===== src/core/pse_pkg.sv =====
package pse_pkg;

  // Phase count limits
  localparam int          MAX_PHASES        = 6;
  localparam int          PH_W              = 3;

  // Power state codes as carried by the power-state command
  localparam logic [7:0]  PS_FULL           = 8'h00;
  localparam logic [7:0]  PS_LIGHT          = 8'h01;

  // Current indicator / limit code width (unsigned ADC counts)
  localparam int          CUR_W             = 10;

  // Clock and timing
  localparam int          CLK_HZ            = 10_000_000;
  localparam int          MIN_DE_FREQ_HZ    = 30_000;
  // Longest firing period in diode emulation, rounded down
  localparam int          DE_MAX_PERIOD_CYC = CLK_HZ / MIN_DE_FREQ_HZ;
  // Re-arm delay for shedding after a reset, in microseconds
  localparam int          REARM_US          = 100;
  localparam int          REARM_CYC         = REARM_US * (CLK_HZ / 1_000_000);
  localparam int          CNT_W             = 12;

  // Values after reset
  localparam logic [PH_W-1:0] RST_PHASES    = 3'h6;

  // Command strobes from the serial power-state master
  typedef struct packed {
    logic       set_ps;      // Power-state command strobe
    logic [7:0] ps_code;     // Commanded state
    logic       set_vid_core;// Voltage-set command for core section
  } ps_cmd_s;

  // Analog measurement codes
  typedef struct packed {
    logic [CUR_W-1:0] load_ind;   // Filtered load-current indicator
    logic [CUR_W-1:0] fast_lim;   // Lightly filtered fast current limit
    logic [CUR_W-1:0] ocp_ref;    // Overcurrent reference (2.5 V full scale)
    logic [CUR_W-1:0] gd_thr;     // Automatic gate-drive threshold
  } meas_s;

endpackage : pse_pkg


===== src/core/de_phase_timer.sv =====
`timescale 1ns/1ps
// One diode-emulation phase sequencer: high side, low side, then idle
module de_phase_timer
  import pse_pkg::*;
#(
  parameter int TIME_W = 8
) (
  // Clock and reset
  input  wire logic              clk,
  input  wire logic              rstn,
  // Control
  input  wire logic              de_en,       // Diode emulation active
  input  wire logic              fire,        // Normal switching request
  input  wire logic [TIME_W-1:0] on_time,
  input  wire logic [TIME_W-1:0] off_time,
  input  wire logic              zero_crossing_detect,
  // Drive
  output logic                   hs_on,
  output logic                   ls_on,
  output logic                   hiz,
  output logic                   cycle_end    // Switching-cycle boundary
);

  typedef enum logic [1:0] {ST_IDLE, ST_HIGH, ST_LOW} dst_e;

  typedef struct packed {
    dst_e             st;
    logic [TIME_W-1:0] t;
    logic [CNT_W-1:0]  idle;  // Cycles since last firing, saturating
  } dstate_s;

  dstate_s q_r, q_nxt;

  // Next-state: on-time, off-time, then idle until fire; idle is high impedance only in emulation
  always_comb begin
    q_nxt = q_r;
    // Count the whole period, on and off time included, from last firing
    if (q_r.idle != CNT_W'(DE_MAX_PERIOD_CYC)) begin
      q_nxt.idle = q_r.idle + 1'b1;
    end
    unique case (q_r.st)
      ST_IDLE: begin
        // Fire on request, or forced so frequency stays above floor
        if (fire || (de_en && q_r.idle >= CNT_W'(DE_MAX_PERIOD_CYC - 1))) begin
          q_nxt.st   = ST_HIGH;
          q_nxt.t    = on_time;
          q_nxt.idle = '0;
        end
      end
      ST_HIGH: begin
        if (q_r.t <= 1) begin
          q_nxt.st = ST_LOW;
          q_nxt.t  = off_time;
        end else begin
          q_nxt.t = q_r.t - 1'b1;
        end
      end
      ST_LOW: begin
        // In emulation the low side also ends when current crosses zero
        if (q_r.t <= 1 || (de_en && zero_crossing_detect)) begin
          q_nxt.st = ST_IDLE;
          q_nxt.t  = '0;
        end else begin
          q_nxt.t = q_r.t - 1'b1;
        end
      end
      default: q_nxt.st = ST_IDLE;
    endcase
  end

  // State register
  always_ff @(posedge clk) begin
    if (!rstn) begin
      q_r <= '0;
    end else begin
      q_r <= q_nxt;
    end
  end

  // Outputs decoded from state
  assign hs_on     = (q_r.st == ST_HIGH);
  assign ls_on     = (q_r.st == ST_LOW) || (q_r.st == ST_IDLE && !de_en);
  assign hiz       = (q_r.st == ST_IDLE) && de_en;
  assign cycle_end = (q_r.st == ST_LOW) && (q_nxt.st == ST_IDLE);

endmodule : de_phase_timer


===== src/core/power_state_efficiency_control.sv =====
`timescale 1ns/1ps
// Overview of operation
// - Light state always sheds between one and two
// - Emulation gated by state, single phase, shedding
// - Shed phases by comparing indicator with thresholds
// - Threshold k separates k and k+1 phases
// - Evaluate only after ready; soft-start all phases
// - Core voltage command or transient resets shedding
// - Re-arm shedding after delay if indicator allows
// - Fast limit split into N steps of ref/2N
// - Raise phase count to fast limit step
// - Fast comparison only ever raises phase count
// - Multi section emulates only single phase, boundary
// - Single section always emulates near boundary
// - Zero-crossing from sense inputs marks boundary
// - High side, low side, then high impedance
// - Apparent frequency never below 30 kHz
// - Gate supply switches between five volt, driver
// - Default driver rail; five volt from light state
// - Automatic threshold enables switchover in full state
module power_state_efficiency_control
  import pse_pkg::*;
#(
  parameter int N_PHASES = MAX_PHASES,   // Populated phases
  parameter int TIME_W   = 8
) (
  // Clock and reset
  input  wire logic                 clk,
  input  wire logic                 rstn,
  // Enable and regulator status
  input  wire logic                 enable,
  input  wire logic                 regulator_ready,
  // Power-state master commands
  input  wire ps_cmd_s              cmd,
  input  wire logic                 load_transient_detector,
  // Configuration from straps and management bus
  input  wire logic                 phase_shedding_en,
  input  wire logic                 auto_gd_en,
  input  wire logic [N_PHASES-2:0][CUR_W-1:0] shed_thr,  // shed_threshold_one_two first
  // Measurements
  input  wire meas_s                meas,
  input  wire logic                 zero_crossing_detect,   // Multi section, phase one
  input  wire logic                 single_zero_crossing,   // Single section
  // Switching timebase
  input  wire logic [N_PHASES-1:0]  fire,
  input  wire logic                 single_fire,
  input  wire logic [TIME_W-1:0]    on_time,
  input  wire logic [TIME_W-1:0]    off_time,
  // Status and drive outputs
  output logic [PH_W-1:0]           active_phases,
  output logic                      diode_emulation_mode,
  output logic                      single_diode_emulation,
  output logic                      gate_drive_supply_select, // 1: five_volt_rail
  output logic                      driver_enable_out,
  output logic                      single_section_driver_enable_out,
  output logic                      phase1_hs,
  output logic                      phase1_ls,
  output logic                      phase1_hiz
);

  localparam logic [PH_W-1:0] NPH = PH_W'(N_PHASES);

  // Whole module state
  typedef struct packed {
    logic [7:0]       ps;          // Current power state
    logic             armed;       // Shedding evaluating indicator
    logic [CNT_W-1:0] rearm_cnt;   // Delay after shedding reset
    logic [PH_W-1:0]  phases;      // Applied phase count
    logic             near_bnd;    // Multi section near boundary
    logic             s_near_bnd;  // Single section near boundary
    logic             de;          // Multi section emulating
    logic             sde;         // Single section emulating
    logic             gd5;         // Gate drive on five volt rail
  } state_s;

  state_s q_r, q_nxt;

  logic [PH_W-1:0]  shed_target;   // Count from filtered indicator
  logic [PH_W-1:0]  fast_target;   // Count from fast limit step
  logic [PH_W-1:0]  want;          // Requested count
  logic [CUR_W+3:0] step_acc;      // Running step edge
  logic             hs1;
  logic             ls1;
  logic             hiz1;
  logic             cyc_end1;
  logic             s_cyc_end;
  logic             light;
  logic             shed_active;

  assign light       = (q_r.ps >= PS_LIGHT);
  // Light state sheds regardless of strap
  assign shed_active = phase_shedding_en || light;

  // Phase count from filtered indicator and per-step thresholds
  always_comb begin
    shed_target = PH_W'(1);
    for (int k = 0; k < N_PHASES - 1; k++) begin
      // Threshold k moves between k+1 and k+2 phases
      if (meas.load_ind >= shed_thr[k]) begin
        shed_target = PH_W'(k + 2);
      end
    end
    // Light state limits to one or two phases
    if (q_r.ps >= PS_LIGHT && shed_target > PH_W'(2)) begin
      shed_target = PH_W'(2);
    end
  end

  // Fast limit step: width ocp_ref / (2N), steps counted from zero
  always_comb begin
    fast_target = PH_W'(1);
    step_acc    = '0;
    for (int k = 1; k < N_PHASES; k++) begin
      // Edge of step k is k * ref / (2N); compare scaled by 2N
      step_acc = (CUR_W+4)'(k) * (CUR_W+4)'(meas.ocp_ref);
      if ((CUR_W+4)'(meas.fast_lim) * (CUR_W+4)'(2 * N_PHASES) >= step_acc) begin
        fast_target = PH_W'(k + 1);
      end
    end
  end

  // Requested count: safety only raises above shedding choice
  always_comb begin
    if (!q_r.armed) begin
      want = NPH;
    end else if (fast_target > shed_target) begin
      want = fast_target;
    end else begin
      want = shed_target;
    end
  end

  // Next-state logic
  always_comb begin
    q_nxt = q_r;
    // Latch commanded power state
    if (cmd.set_ps) begin
      q_nxt.ps = cmd.ps_code;
    end
    // Arming of shedding evaluation
    if (!enable || !regulator_ready || !shed_active) begin
      q_nxt.armed     = 1'b0;
      q_nxt.rearm_cnt = '0;
    end else if (cmd.set_vid_core || load_transient_detector) begin
      q_nxt.armed     = 1'b0;
      q_nxt.rearm_cnt = CNT_W'(REARM_CYC);
    end else if (!q_r.armed) begin
      if (q_r.rearm_cnt != '0) begin
        q_nxt.rearm_cnt = q_r.rearm_cnt - 1'b1;
      end else if (shed_target < NPH) begin
        q_nxt.armed = 1'b1;
      end
    end
    // Apply count: raise at once, reduce only at cycle boundary
    if (!q_nxt.armed || want > q_r.phases) begin
      q_nxt.phases = q_nxt.armed ? want : NPH;
    end else if (want < q_r.phases && cyc_end1) begin
      q_nxt.phases = want;
    end
    // Boundary detection from zero-crossing of inductor current
    if (cyc_end1) begin
      q_nxt.near_bnd = zero_crossing_detect;
    end
    if (s_cyc_end) begin
      q_nxt.s_near_bnd = single_zero_crossing;
    end
    // Multi section emulation permission
    if (q_r.phases == PH_W'(1) && q_r.near_bnd && enable
        && (light || phase_shedding_en)) begin
      q_nxt.de = 1'b1;
    end else if (!q_r.near_bnd || q_r.phases != PH_W'(1) || !enable) begin
      q_nxt.de = 1'b0;
    end
    // Single section always emulates near boundary
    q_nxt.sde = enable && q_r.s_near_bnd;
    // Gate supply rail choice
    if (light) begin
      q_nxt.gd5 = 1'b1;
    end else if (auto_gd_en) begin
      q_nxt.gd5 = (meas.load_ind < meas.gd_thr);
    end else begin
      q_nxt.gd5 = 1'b0;
    end
  end

  // State register
  always_ff @(posedge clk) begin
    if (!rstn) begin
      q_r        <= '0;
      q_r.phases <= RST_PHASES;
    end else begin
      q_r <= q_nxt;
    end
  end

  // Phase one of the multi section
  de_phase_timer #(
    .TIME_W (TIME_W)
  ) u_phase1 (
    .clk                  (clk),
    .rstn                 (rstn),
    .de_en                (q_r.de),
    .fire                 (fire[0] && enable),
    .on_time              (on_time),
    .off_time             (off_time),
    .zero_crossing_detect (zero_crossing_detect),
    .hs_on                (hs1),
    .ls_on                (ls1),
    .hiz                  (hiz1),
    .cycle_end            (cyc_end1)
  );

  // Single section timer gives its cycle boundary
  de_phase_timer #(
    .TIME_W (TIME_W)
  ) u_single (
    .clk                  (clk),
    .rstn                 (rstn),
    .de_en                (q_r.sde),
    .fire                 (single_fire && enable),
    .on_time              (on_time),
    .off_time             (off_time),
    .zero_crossing_detect (single_zero_crossing),
    .hs_on                (),
    .ls_on                (),
    .hiz                  (),
    .cycle_end            (s_cyc_end)
  );

  // Outputs
  assign active_phases                    = q_r.phases;
  assign diode_emulation_mode             = q_r.de;
  assign single_diode_emulation           = q_r.sde;
  assign gate_drive_supply_select         = q_r.gd5;
  // Driver enable low requests diode mode of an integrated stage
  assign driver_enable_out                = enable && !q_r.de;
  assign single_section_driver_enable_out = enable && !q_r.sde;
  assign phase1_hs                        = hs1;
  assign phase1_ls                        = ls1;
  assign phase1_hiz                       = hiz1;

endmodule : power_state_efficiency_control


===== config.mk =====
export PLATFORM = sky130hd
export DESIGN_NAME = power_state_efficiency_control
export DESIGN_NICKNAME = d
export VERILOG_FILES = /design/src/core/pse_pkg.sv /design/src/core/de_phase_timer.sv /design/src/core/power_state_efficiency_control.sv
export SDC_FILE = /design/constraint.sdc
export NUM_CORES = 1
export LEC_CHECK = 0
export BUFFER_PORTS_ARGS = -buffer_cell sky130_fd_sc_hd__buf_2
export CAP_MARGIN = 10
export CELL_PAD_IN_SITES_DETAIL_PLACEMENT = 2
export CELL_PAD_IN_SITES_GLOBAL_PLACEMENT = 2
export CORE_MARGIN = 2
export CORE_UTILIZATION = 34
export CTS_BUF_LIST = sky130_fd_sc_hd__clkbuf_4
export DETAILED_ROUTE_END_ITERATION = 7
export PLACE_DENSITY_LB_ADDON = 0.1
export SYNTH_ARGS = -nofsm -noshare
export SYNTH_HDL_FRONTEND = slang
export SYNTH_SLANG_ARGS = --single-unit

===== constraint.sdc =====
create_clock -name clk -period 8.57 [get_ports clk]
set_clock_uncertainty 0.2 [all_clocks]
set_input_delay 1.2855 -clock clk [delete_from_list [all_inputs] [get_ports clk]]
set_output_delay 1.2855 -clock clk [all_outputs]
set_load 0.02 [all_outputs]

### After elaboration in Yosys (flattened, before gate mapping)

Index checks and enable logic that the tools add are counted.

| operators by class | value |
|---|---|
| add/subtract/negate cells | 5 |
| $mul | 3 |
| magnitude comparators | 21 |
| equal/unequal tests | 11 |
| muxes and demuxes | 44 |
| bitwise logic cells | 2 |
| reduce and logical (&&, ||, !) cells | 53 |

Operator list:

| operator | number |
|---|---|
| $mux 12 | 5 |
| $ge 10x10->1 | 5 |
| $pmux 8 s3 | 2 |
| $mux 22 | 2 |
| $mux 3 | 14 |
| $mux 13 | 3 |
| $mux 8 | 4 |
| $ge 14x12->1 | 2 |
| $add 12x1->12 const B | 2 |
| $ge 12x9->1 const B | 2 |
| $ne 12x9->1 const B | 2 |
| $logic_and 1x1->1 | 18 |
| $le 8x1->1 const B | 2 |
| $sub 8x1->8 const B | 2 |
| $ge 14x10->1 | 1 |
| $ge 14x11->1 | 1 |
| $ge 14x13->1 | 1 |
| $mul 3x10->13 const A | 1 |
| $logic_or 1x1->1 | 12 |
| $mul 10x2->12 const B | 1 |
| $mul 2x10->12 const A | 1 |
| $mux 2 | 6 |
| $pmux 2 s3 | 2 |
| $reduce_bool 12->1 | 1 |
| other kinds (21) | 47 |

| storage, ports and cells | value |
|---|---|
| register bits after elaboration | 73 |
| input port bits | 132 |
| output and inout bits | 11 |
| word-level logic and storage cells | 155 |

### Longest topological paths before layout

Gate-level depths: netlist of the first run.

| depth | value |
|---|---|
| depth after elaboration | 18 |
| depth in mapped cells | 32 |
| depth with buffers taken out | 32 |

### By module

A second synthesis of the first run with hierarchy kept.

| second synthesis, totals | value |
|---|---|
| cell total of the unflattened synthesis | 982 |
| area, all modules | 8151.6 um^2 |

By module, submodules not included:

| module | times used | cells each | area each (um^2) | sequential area each (um^2) |
|---|---|---|---|---|
| power_state_efficiency_control | 1 | 626 | 5141.2 | 580.6 |
| de_phase_timer | 2 | 178 | 1505.2 | 440.4 |

### Least setup slack after synthesis of the first run

No wires, ideal clock.

| timing | value |
|---|---|
| path kind | input -> register |
| from | input meas[20] (netlist name) |
| to | register q_r (netlist bit active_phases[0]) |
| setup time | 0.115 ns |
| arrival time | 6.784 ns |
| required time | 8.255 ns |
| path slack | 1.471 ns |
| stages on the path | 27 |
| path buffers | 0 |
| cells stage by stage | ha_1 -> inv_1 -> fa_1 -> nor2b_1 -> o31a_1 -> o21a_1 -> nor2_1 -> xnor2_1 -> ha_1 -> and3_1 -> a2111oi_0 -> o221a_2 -> o211ai_1 -> or2_1 -> o31ai_1 -> ha_1 -> nor2b_1 -> o21a_1 -> o21ai_0 -> nand2_1 -> o22ai_1 -> nand2_1 -> ha_1 -> o311ai_0 -> o31ai_4 -> and3_1 -> a31o_1 |

| between the ends | value |
|---|---|
| cells in the longest elaborated chain, start to end | 13 |
| elaborated cells on any way between the ends | 22 |
| classes of those cells | mul: 1; order compare: 8; mux: 10; reduce/logical: 3 |

Ends and longest elaborated chain:

| element | line | source |
|---|---|---|
| start: declaration | power_state_efficiency_control.sv:41 | `input wire meas_s meas,` |
| $mul 10x2->12 (*) | power_state_efficiency_control.sv:116 | `if ((CUR_W+4)'(meas.fast_lim) * (CUR_W+4)'(2 * N_PHASES) >= step_acc) begin` |
| $ge 14x10->1 | power_state_efficiency_control.sv:116 |  |
| $mux 2 | power_state_efficiency_control.sv:116 |  |
| $mux 3 (3 in series) | power_state_efficiency_control.sv:116 |  |
| $mux 3 (*) | power_state_efficiency_control.sv:116 |  |
| $gt 3x3->1 | power_state_efficiency_control.sv:126 | `end else if (fast_target > shed_target) begin` |
| $mux 3 (*) | power_state_efficiency_control.sv:126 |  |
| $mux 3 (*) | power_state_efficiency_control.sv:124 | `if (!q_r.armed) begin` |
| $gt 3x3->1 or $lt 3x3->1 (tied branches) | power_state_efficiency_control.sv:155, power_state_efficiency_control.sv:157 |  |
| $logic_or 1x1->1 or $logic_and 1x1->1 (tied branches) | power_state_efficiency_control.sv:155, power_state_efficiency_control.sv:157 |  |
| $mux 3 or $reduce_bool 2->1 (tied branches) | n/a |  |
| end signal: assignment | power_state_efficiency_control.sv:192 | `q_r <= q_nxt;` |
| end: declaration | power_state_efficiency_control.sv:76 | `state_s q_r, q_nxt;` |

Mark *: on every way between the ends. The rest lies on a longest branch, timed or not. The select of a mux whose other input is x is not followed.
A chain may end at the register's enable or synchronous reset.

### Worst setup path after layout of the first run

Ends and elaborated chain as after synthesis.

==> Implementation_results.wiki, run 1 <==
{| class="wikitable"
! Metric !! Value
|-
| Count of hold-fix buffers inserted at cts || 0
|-
| Net count after synthesis || 1,278
|-
| Kind of cell adding the most delay to the critical path || compound AO/OA/AOI/OAI gates
|-
| Buffer and inverter count on the worst path || 3
|-
| I/O pin count || 143
|-
| Distinct cell type count of the synthesized netlist || 70
|-
| Die H || 156 um
|-
| Fraction of registers with async set or reset after synthesis || 0%
|-
| Worst ir drop on vdd || 59.7 uV
|-
| DRC marker count from the first detailed-route iteration || 161
|-
| # placed instances || 1,378
|-
| Die X || 156 um
|-
| CP Data Arrival Time || 7750 ps
|-
| CTS clock-pin slew for the worst setup and hold paths || 110 ps
|-
| Overflow after GRT || 0
|-
| Initial antenna violation count || 2
|-
| Average via count per standard cell || 5.32
|-
| Average footprint of a synthesized cell || 8.07 um2
|-
| Global-route usage over all layers || 19.4%
|-
| Most used flip-flop cell after synthesis || sky130_fd_sc_hd__dfxtp_1
|-
| Most area-consuming cells after synthesis || sky130_fd_sc_hd__ha_1, sky130_fd_sc_hd__dfxtp_1, sky130_fd_sc_hd__inv_1
|-
| Number of warnings printed during yosys synthesis || 0
|-
| Drt drc || 0
|-
| Static Leak || 4.31 nW
|-
| Clock tree from TritonCTS || yes
|-
| Clock root buffer || sky130_fd_sc_hd__clkbuf_4
|-
| Register bit total from synthesis || 73
|-
| CTS H-tree lvls || 3
|-
| Share of post-route cells with drive strength above 1 || 15.1%
|-
| Maximum number of pins on one net before global-route repair || 27
|-
| Gates resized, CTS repair || 0
|-
| Layout filler cell count || 2,683
|-
| First-pass GRT wire length || 38.9 mm
|-
| Top fanout value on the critical path || 6
|-
| Clock Power Share || 21.5%
|-
| Min cycle time layout || 7630 ps
|-
| Category of the most critical setup path || primary input to register
|-
| Max-Cap Viols || 0
|-
| Number of I/O port buffers || 137
|-
| Cell type of the slowest stage on the worst timing path || sky130_fd_sc_hd__o311ai_0
|-
| Core Footprint || 22,600 um2
|-
| Final non-filler cell total || 1,396
|-
| Num Clock Sinks || 73
|-
| Worst setup EP type || register
|-
| Iteration count of the initial detailed-routing pass || 4
|-
| Final count of negative-setup-slack endpoints || 0
|-
| Die area || 24,400 um2
|-
| Post-Syn Area || 7860 um2
|-
| Post-CTS setup buffer count || 0
|-
| Cell count after synthesis || 974
|-
| Final Total Pwr || 0.00117 W
|-
| Critical path required time || 8680 ps
|-
| Most frequent standard cell in the layout excluding fill and tap cells || sky130_fd_sc_hd__ha_1
|-
| Post-synth EDFFs || 0
|-
| WHS || 272 ps
|-
| Class of the worst hold path || register to register
|-
| Cell-internal power || 0.000708 W
|-
| Core Util, Final || 39.8%
|-
| Most used cells in the layout excluding fill and tap cells || sky130_fd_sc_hd__ha_1, sky130_fd_sc_hd__buf_2, sky130_fd_sc_hd__inv_1
|-
| Power per cell area || 129 nW/um2
|-
| Number of hold-slack violations in the final timing report || 0
|-
| Final antenna-violating net count || 0
|-
| Number of placement rows || 55
|-
| Status || complete, no violations
|-
| Worst skew pair latency || 420 ps
|-
| Slew of the pin with the lowest slew margin || 812 ps
|-
| Final Cycle Share || 89.0%
|-
| Most repeated library cell on the critical path || sky130_fd_sc_hd__ha_1
|-
| Switching Fraction || 39.2%
|-
| Total Nets Final || 1,409
|-
| Worst setup SP type || primary input
|-
| Via count of the first global-routing pass || 7,916
|-
| Number of buffers added by the clock tree synthesis step || 9
|-
| Maximum cell stage delay along the critical path || 550 ps
|-
| Routed WL per cell || 16.5 um
|-
| Layout overhead on the synthesized area || 14.6%
|-
| Comb pwr share || 46.3%
|-
| Number of slew-limit violations in the final report || 0
|-
| Tightest slew margin relative to the limit || 45.5%
|-
| Sequential cell area fraction in the yosys report || 18.6%
|-
| Routability congestion estimate || 0.764
|-
| Initial core utilization || 34.7%
|-
| Sequential power share || 32.3%
|-
| Worst-case clock buffer depth || 2
|-
| Post-Route Setup TNS || 0 ps
|-
| Area fraction of the dominant cell type after synthesis || 26.9%
|-
| Final HPWL from detailed placement || 19.3 mm
|-
| Switching component of the power || 0.000458 W
|-
| Cell type with the highest aggregate area in the netlist || sky130_fd_sc_hd__ha_1
|-
| Detailed-route via count || 7,422
|-
| RSZ-0062 raised after global routing || no
|-
| Wire length reported by the detailed router || 23.0 mm
|-
| Fmax achieved || 0.131 GHz
|}
-- kinds of logic after synthesis --
| logic type | after synthesis | synth area share [%] |
|---|---|---|
| buf+inv | 140 | 6.88 |
| fa+ha+maj | 172 | 27.7 |
| compound gates | 242 | 21.1 |
| xor+xnor | 65 | 7.24 |
| simple gates | 271 | 17.1 |
| mux | 11 | 1.40 |
| flops | 73 | 18.6 |
-- worst register-to-register path: stages, from the launching register on --
cell and delay [ps]:
sky130_fd_sc_hd__dfxtp_1 340, sky130_fd_sc_hd__nor4_1 400, sky130_fd_sc_hd__and2_1 260, sky130_fd_sc_hd__a21oi_1 120
sky130_fd_sc_hd__nor2_1 110, sky130_fd_sc_hd__ha_1 250, sky130_fd_sc_hd__nor2b_1 140, sky130_fd_sc_hd__o21a_1 180
sky130_fd_sc_hd__o21ai_0 390, sky130_fd_sc_hd__nand2_1 130, sky130_fd_sc_hd__o22ai_1 210, sky130_fd_sc_hd__nand2_1 90
sky130_fd_sc_hd__ha_1 200, sky130_fd_sc_hd__o311ai_0 550, sky130_fd_sc_hd__o31ai_4 200, sky130_fd_sc_hd__and3_1 230
sky130_fd_sc_hd__a31o_1 170
-- layout make-up --
cell class | count | area [um2] | share of cell area [%]
multi-input combinational | 761 | 5860 | 65.0
sequential | 73 | 1460 | 16.2
timing repair buffer | 142 | 723 | 8.03
inverter | 118 | 443 | 4.92
tap | 285 | 357 | 3.96
clock inverter | 7 | 93.8 | 1.04
clock buffer | 9 | 67.6 | 0.750
antenna | 1 | 2.50 | 0.0278
-- power by group through the flow --
stage | combinational (W) | clock, W | sequential [W]
finish | 0.000540 | 0.000250 | 0.000376
global route | 0.000629 | 0.000273 | 0.000379
CTS | 0.000549 | 0.000262 | 0.000376
detailed placement | 0.000543 | 0 | 0.000384
global placement | 0.000519 | 0 | 0.000383
floorplan | 0.000381 | 0 | 0.000377
-- synth_stat cells (2+ instances only) --
library cell	count
sky130_fd_sc_hd__o21ai_0	33
sky130_fd_sc_hd__a22oi_1	18
sky130_fd_sc_hd__o21a_1	12
sky130_fd_sc_hd__o22ai_1	2
sky130_fd_sc_hd__buf_4	3
sky130_fd_sc_hd__o21bai_1	6
sky130_fd_sc_hd__a211o_1	6
sky130_fd_sc_hd__a2111o_1	2
sky130_fd_sc_hd__or3_1	3
sky130_fd_sc_hd__xnor2_1	40
sky130_fd_sc_hd__a221oi_1	2
sky130_fd_sc_hd__nor2b_1	12
sky130_fd_sc_hd__o2111ai_1	5
sky130_fd_sc_hd__a31oi_1	8
sky130_fd_sc_hd__and3_1	7
sky130_fd_sc_hd__dfxtp_1	73
sky130_fd_sc_hd__and4_1	4
sky130_fd_sc_hd__or4_1	4
sky130_fd_sc_hd__nor4b_1	4
sky130_fd_sc_hd__xor2_1	25
sky130_fd_sc_hd__a221o_1	2
sky130_fd_sc_hd__nand3_1	18
sky130_fd_sc_hd__or2_1	3
sky130_fd_sc_hd__mux2i_1	11
sky130_fd_sc_hd__a31o_2	2
sky130_fd_sc_hd__nand4_1	12
sky130_fd_sc_hd__o21ai_1	14
sky130_fd_sc_hd__fa_1	3
sky130_fd_sc_hd__nor4_1	11
sky130_fd_sc_hd__nor2_1	92
sky130_fd_sc_hd__a211oi_1	27
sky130_fd_sc_hd__buf_1	2
sky130_fd_sc_hd__buf_2	2
sky130_fd_sc_hd__o31ai_1	2
sky130_fd_sc_hd__clkbuf_1	14
sky130_fd_sc_hd__a2111oi_0	6
sky130_fd_sc_hd__ha_1	169
sky130_fd_sc_hd__and2_1	10
sky130_fd_sc_hd__nor3_1	16
sky130_fd_sc_hd__o211ai_1	11
sky130_fd_sc_hd__a21o_1	15
sky130_fd_sc_hd__a21oi_1	54
sky130_fd_sc_hd__inv_1	116
sky130_fd_sc_hd__nand2b_1	12
sky130_fd_sc_hd__nand2_1	56
-- flip-flops by register name, indices dropped and copies added (netlist names) --
| name | flops |
|---|---|
| diode_emulation_mode | 1 |
| active_phases | 3 |
| u_phase1.q_r | 22 |
| single_diode_emulation | 1 |
| gate_drive_supply_select | 1 |
| u_single.q_r | 22 |
| q_r | 23 |
-- worst paths after layout --
path | from | end | slack, ps | depth (start not counted)
worst max-delay path | meas[20] | active_phases[0] | 940 | 29
worst min-delay path | q_r[3] | q_r[3] | 270 | 2
worst max register to register | q_r[25] | active_phases[0] | 4300 | 16
worst min register to register | q_r[3] | q_r[3] | 270 | 2
-- layer usage --
layer  wire length [um]  global-route usage [%]
met5                 13                       0
met4                146                    3.28
met3                584                    2.06
met2              11800                    37.2
met1              10400                    23.6
-- stage by stage --
step | worst slack [ps] | area (um2)
3_3_place_gp | 702 | 8830
3_5_place_dp | 520 | 8830
4_1_cts | 950 | 9000
5_1_grt | 324 | 9010
2_1_floorplan | 1470 | 7860
6_report | 939 | 9010
(Power assumes the default switching activity.)
==> run 2, diff against run 1 <==
CELL_PAD_IN_SITES_DETAIL_PLACEMENT = 0   (was 2)
CELL_PAD_IN_SITES_GLOBAL_PLACEMENT = 1   (was 2)
CORE_UTILIZATION = 43   (was 34)
PLACE_DENSITY = 0.82   (was default)
PLACE_DENSITY_LB_ADDON = default   (was 0.1)
==> run 2 against run 1 <==
  * Wire length down 22%
  * Via count down 6.2%
  * Final cell count down 4.2%
  * Maximum frequency up 2.8%
  * Worst hold slack worse by 5.0 ps
  * Power about the same
  * Design area down 0.64%
  * Clock power up 12%
==> Implementation_results.wiki, run 2 (same netlist as run 1, synthesis figures left out) <==
{| class="wikitable"
! Metric !! Value
|-
| Number of hold-slack violations in the final timing report || 0
|-
| Terminating pin of the worst hold path || q_r[3]
|-
| Gates resized, CTS repair || 0
|-
| Hold Path Cell Cnt || 2
|-
| Count of hold-fix buffers inserted at cts || 0
|-
| CTS H-tree lvls || 3
|-
| Slew of the pin with the lowest slew margin || 1120 ps
|-
| CP Data Arrival Time || 7540 ps
|-
| CTS clock-pin slew for the worst setup and hold paths || 120 ps
|-
| Sequential cell area in the final layout || 1460 um2
|-
| Buffer and inverter count on the worst path || 3
|-
| Final antenna-violating net count || 0
|-
| Number of placement rows || 49
|-
| Worst-case clock buffer depth || 2
|-
| Most used cells in the layout excluding fill and tap cells || sky130_fd_sc_hd__ha_1, sky130_fd_sc_hd__buf_2, sky130_fd_sc_hd__inv_1
|-
| Maximum cell stage delay along the critical path || 540 ps
|-
| Die X || 139 um
|-
| Setup ws final || 1140 ps
|-
| Iteration count of the initial detailed-routing pass || 4
|-
| Reg-to-reg endpoint || active_phases[0]
|-
| Fmax achieved || 0.135 GHz
|-
| Static Leak || 4.32 nW
|-
| Top fanout value on the critical path || 6
|-
| Post-Route Setup TNS || 0 ps
|-
| Launch instance of the worst min-delay path || q_r[3]
|-
| Class of the worst hold path || register to register
|-
| Core Footprint || 18,000 um2
|-
| Most repeated library cell on the critical path || sky130_fd_sc_hd__ha_1
|-
| Inserted Diodes || 0
|-
| Final HPWL from detailed placement || 14.9 mm
|-
| DRC marker count from the first detailed-route iteration || 302
|-
| Routability congestion estimate || 0.805
|-
| Maximum number of pins on one net before global-route repair || 27
|-
| Category of the most critical setup path || primary input to register
|-
| Worst R2R Setup Slack || 4450 ps
|-
| Flip-flop count of the largest register, all copies and words added || 23
|-
| Worst slack at placement || 698 ps
|-
| Area of the multi-input gates || 5860 um2
|-
| Die area || 19,400 um2
|-
| Layout overhead on the synthesized area || 13.8%
|-
| First-pass GRT wire length || 31.1 mm
|-
| Worst setup EP type || register
|-
| Total Nets Final || 1,407
|-
| Num Clock Sinks || 73
|-
| Initial core utilization || 43.8%
|-
| Critical register-to-register path startpoint || q_r[21]
|-
| Worst setup SP type || primary input
|-
| Max-Cap Viols || 0
|-
| Kind of cell adding the most delay to the critical path || compound AO/OA/AOI/OAI gates
|-
| Clock tree from TritonCTS || yes
|-
| Critical path required time || 8680 ps
|-
| Wire length reported by the detailed router || 17.8 mm
|-
| Average via count per standard cell || 5.21
|-
| Reg2Reg Depth || 16
|-
| Number of buffers added by the clock tree synthesis step || 9
|-
| Final Cycle Share || 86.6%
|-
| Final Total Pwr || 0.00117 W
|-
| Share of post-route cells with drive strength above 1 || 15.1%
|-
| Routed WL per cell || 13.3 um
|-
| RSZ-0062 raised after global routing || no
|-
| Clock root buffer || sky130_fd_sc_hd__clkbuf_4
|-
| Most frequent standard cell in the layout excluding fill and tap cells || sky130_fd_sc_hd__ha_1
|-
| Final count of negative-setup-slack endpoints || 0
|-
| Largest registers ranked by flip-flop count || q_r x23, u_phase1.q_r x22, u_single.q_r x22
|-
| I/O pin count || 143
|-
| Drt drc || 0
|-
| Layout filler cell count || 1,825
|-
| Cell type of the slowest stage on the worst timing path || sky130_fd_sc_hd__o311ai_0
|-
| Worst skew pair latency || 410 ps
|-
| Number of I/O port buffers || 137
|-
| Overflow after GRT || 0
|-
| Min cycle time layout || 7430 ps
|-
| Via count of the first global-routing pass || 6,745
|-
| Detailed-route via count || 6,963
|-
| Tightest slew margin relative to the limit || 25.2%
|-
| Reg with most FFs || q_r
|-
| Status || complete, no violations
|-
| Die H || 139 um
|-
| Power per cell area || 130 nW/um2
|-
| Number of slew-limit violations in the final report || 0
|-
| Global-route usage over all layers || 18.7%
|-
| Worst ir drop on vdd || 114 uV
|-
| Initial antenna violation count || 1
|-
| Post-CTS setup buffer count || 0
|}
-- run 2: worst max-delay path by stage --
stage | slack (ps) | cells after the start | from | endpoint
after floorplan | 1470 | 27 | meas[20] | active_phases[0]
after global placement | 790 | 30 | meas[11] | active_phases[0]
after detailed placement | 700 | 29 | meas[20] | active_phases[0]
after CTS | 1140 | 29 | meas[20] | active_phases[0]
after global routing | 470 | 29 | meas[20] | active_phases[1]
final | 1140 | 29 | meas[20] | active_phases[0]
-- run 2: metal layers --
metal | vias to the layer above | global-route usage (%) | share of wire, %
met4 | 0 | 3.88 | 1.2
met5 | - | 0 | 0
met1 | 3100 | 24.2 | 49
met3 | 17 | 2.62 | 3.0
met2 | 103 | 33.2 | 47
li1 | 3743 | - | -
-- run 2: power by group --
group          switching (W)  internal, W  total (W)
registers          0.0000184     0.000356   0.000374
logic               0.000282     0.000230   0.000511
clock network       0.000128     0.000153   0.000281
total               0.000428     0.000738    0.00117
-- run 2: layout make-up --
cell class	instances	area share [%]
timing repair buffer	140	7.91
clock inverter	6	1.30
sequential	73	16.3
clock buffer	10	0.839
tap	229	3.20
inverter	118	4.95
multi-input combinational	761	65.5
-- run 2: worst reg2reg max path, stage by stage (launching register included) --
cell and delay, ps:
sky130_fd_sc_hd__dfxtp_1 330, sky130_fd_sc_hd__nor4_1 370, sky130_fd_sc_hd__and2_1 260, sky130_fd_sc_hd__a21oi_1 110, sky130_fd_sc_hd__nor2_1 100, sky130_fd_sc_hd__ha_1 240
sky130_fd_sc_hd__nor2b_1 130, sky130_fd_sc_hd__o21a_1 170, sky130_fd_sc_hd__o21ai_0 350, sky130_fd_sc_hd__nand2_1 130, sky130_fd_sc_hd__o22ai_1 200, sky130_fd_sc_hd__nand2_1 90
sky130_fd_sc_hd__ha_1 200, sky130_fd_sc_hd__o311ai_0 540, sky130_fd_sc_hd__o31ai_4 190, sky130_fd_sc_hd__and3_1 230, sky130_fd_sc_hd__a31o_1 180
-- run 2: metrics by stage --
stage | utilization [%] | std cells | instance area [um2] | hold WS (ps)
after floorplan | - | 974 | 7860 | 230
after global placement | 48.7 | 1321 | 8760 | 243
after detailed placement | 48.7 | 1321 | 8760 | 247
after CTS | 49.8 | 1337 | 8950 | 264
after global routing | 49.8 | 1337 | 8950 | 294
final | 49.8 | 1337 | 8950 | 267
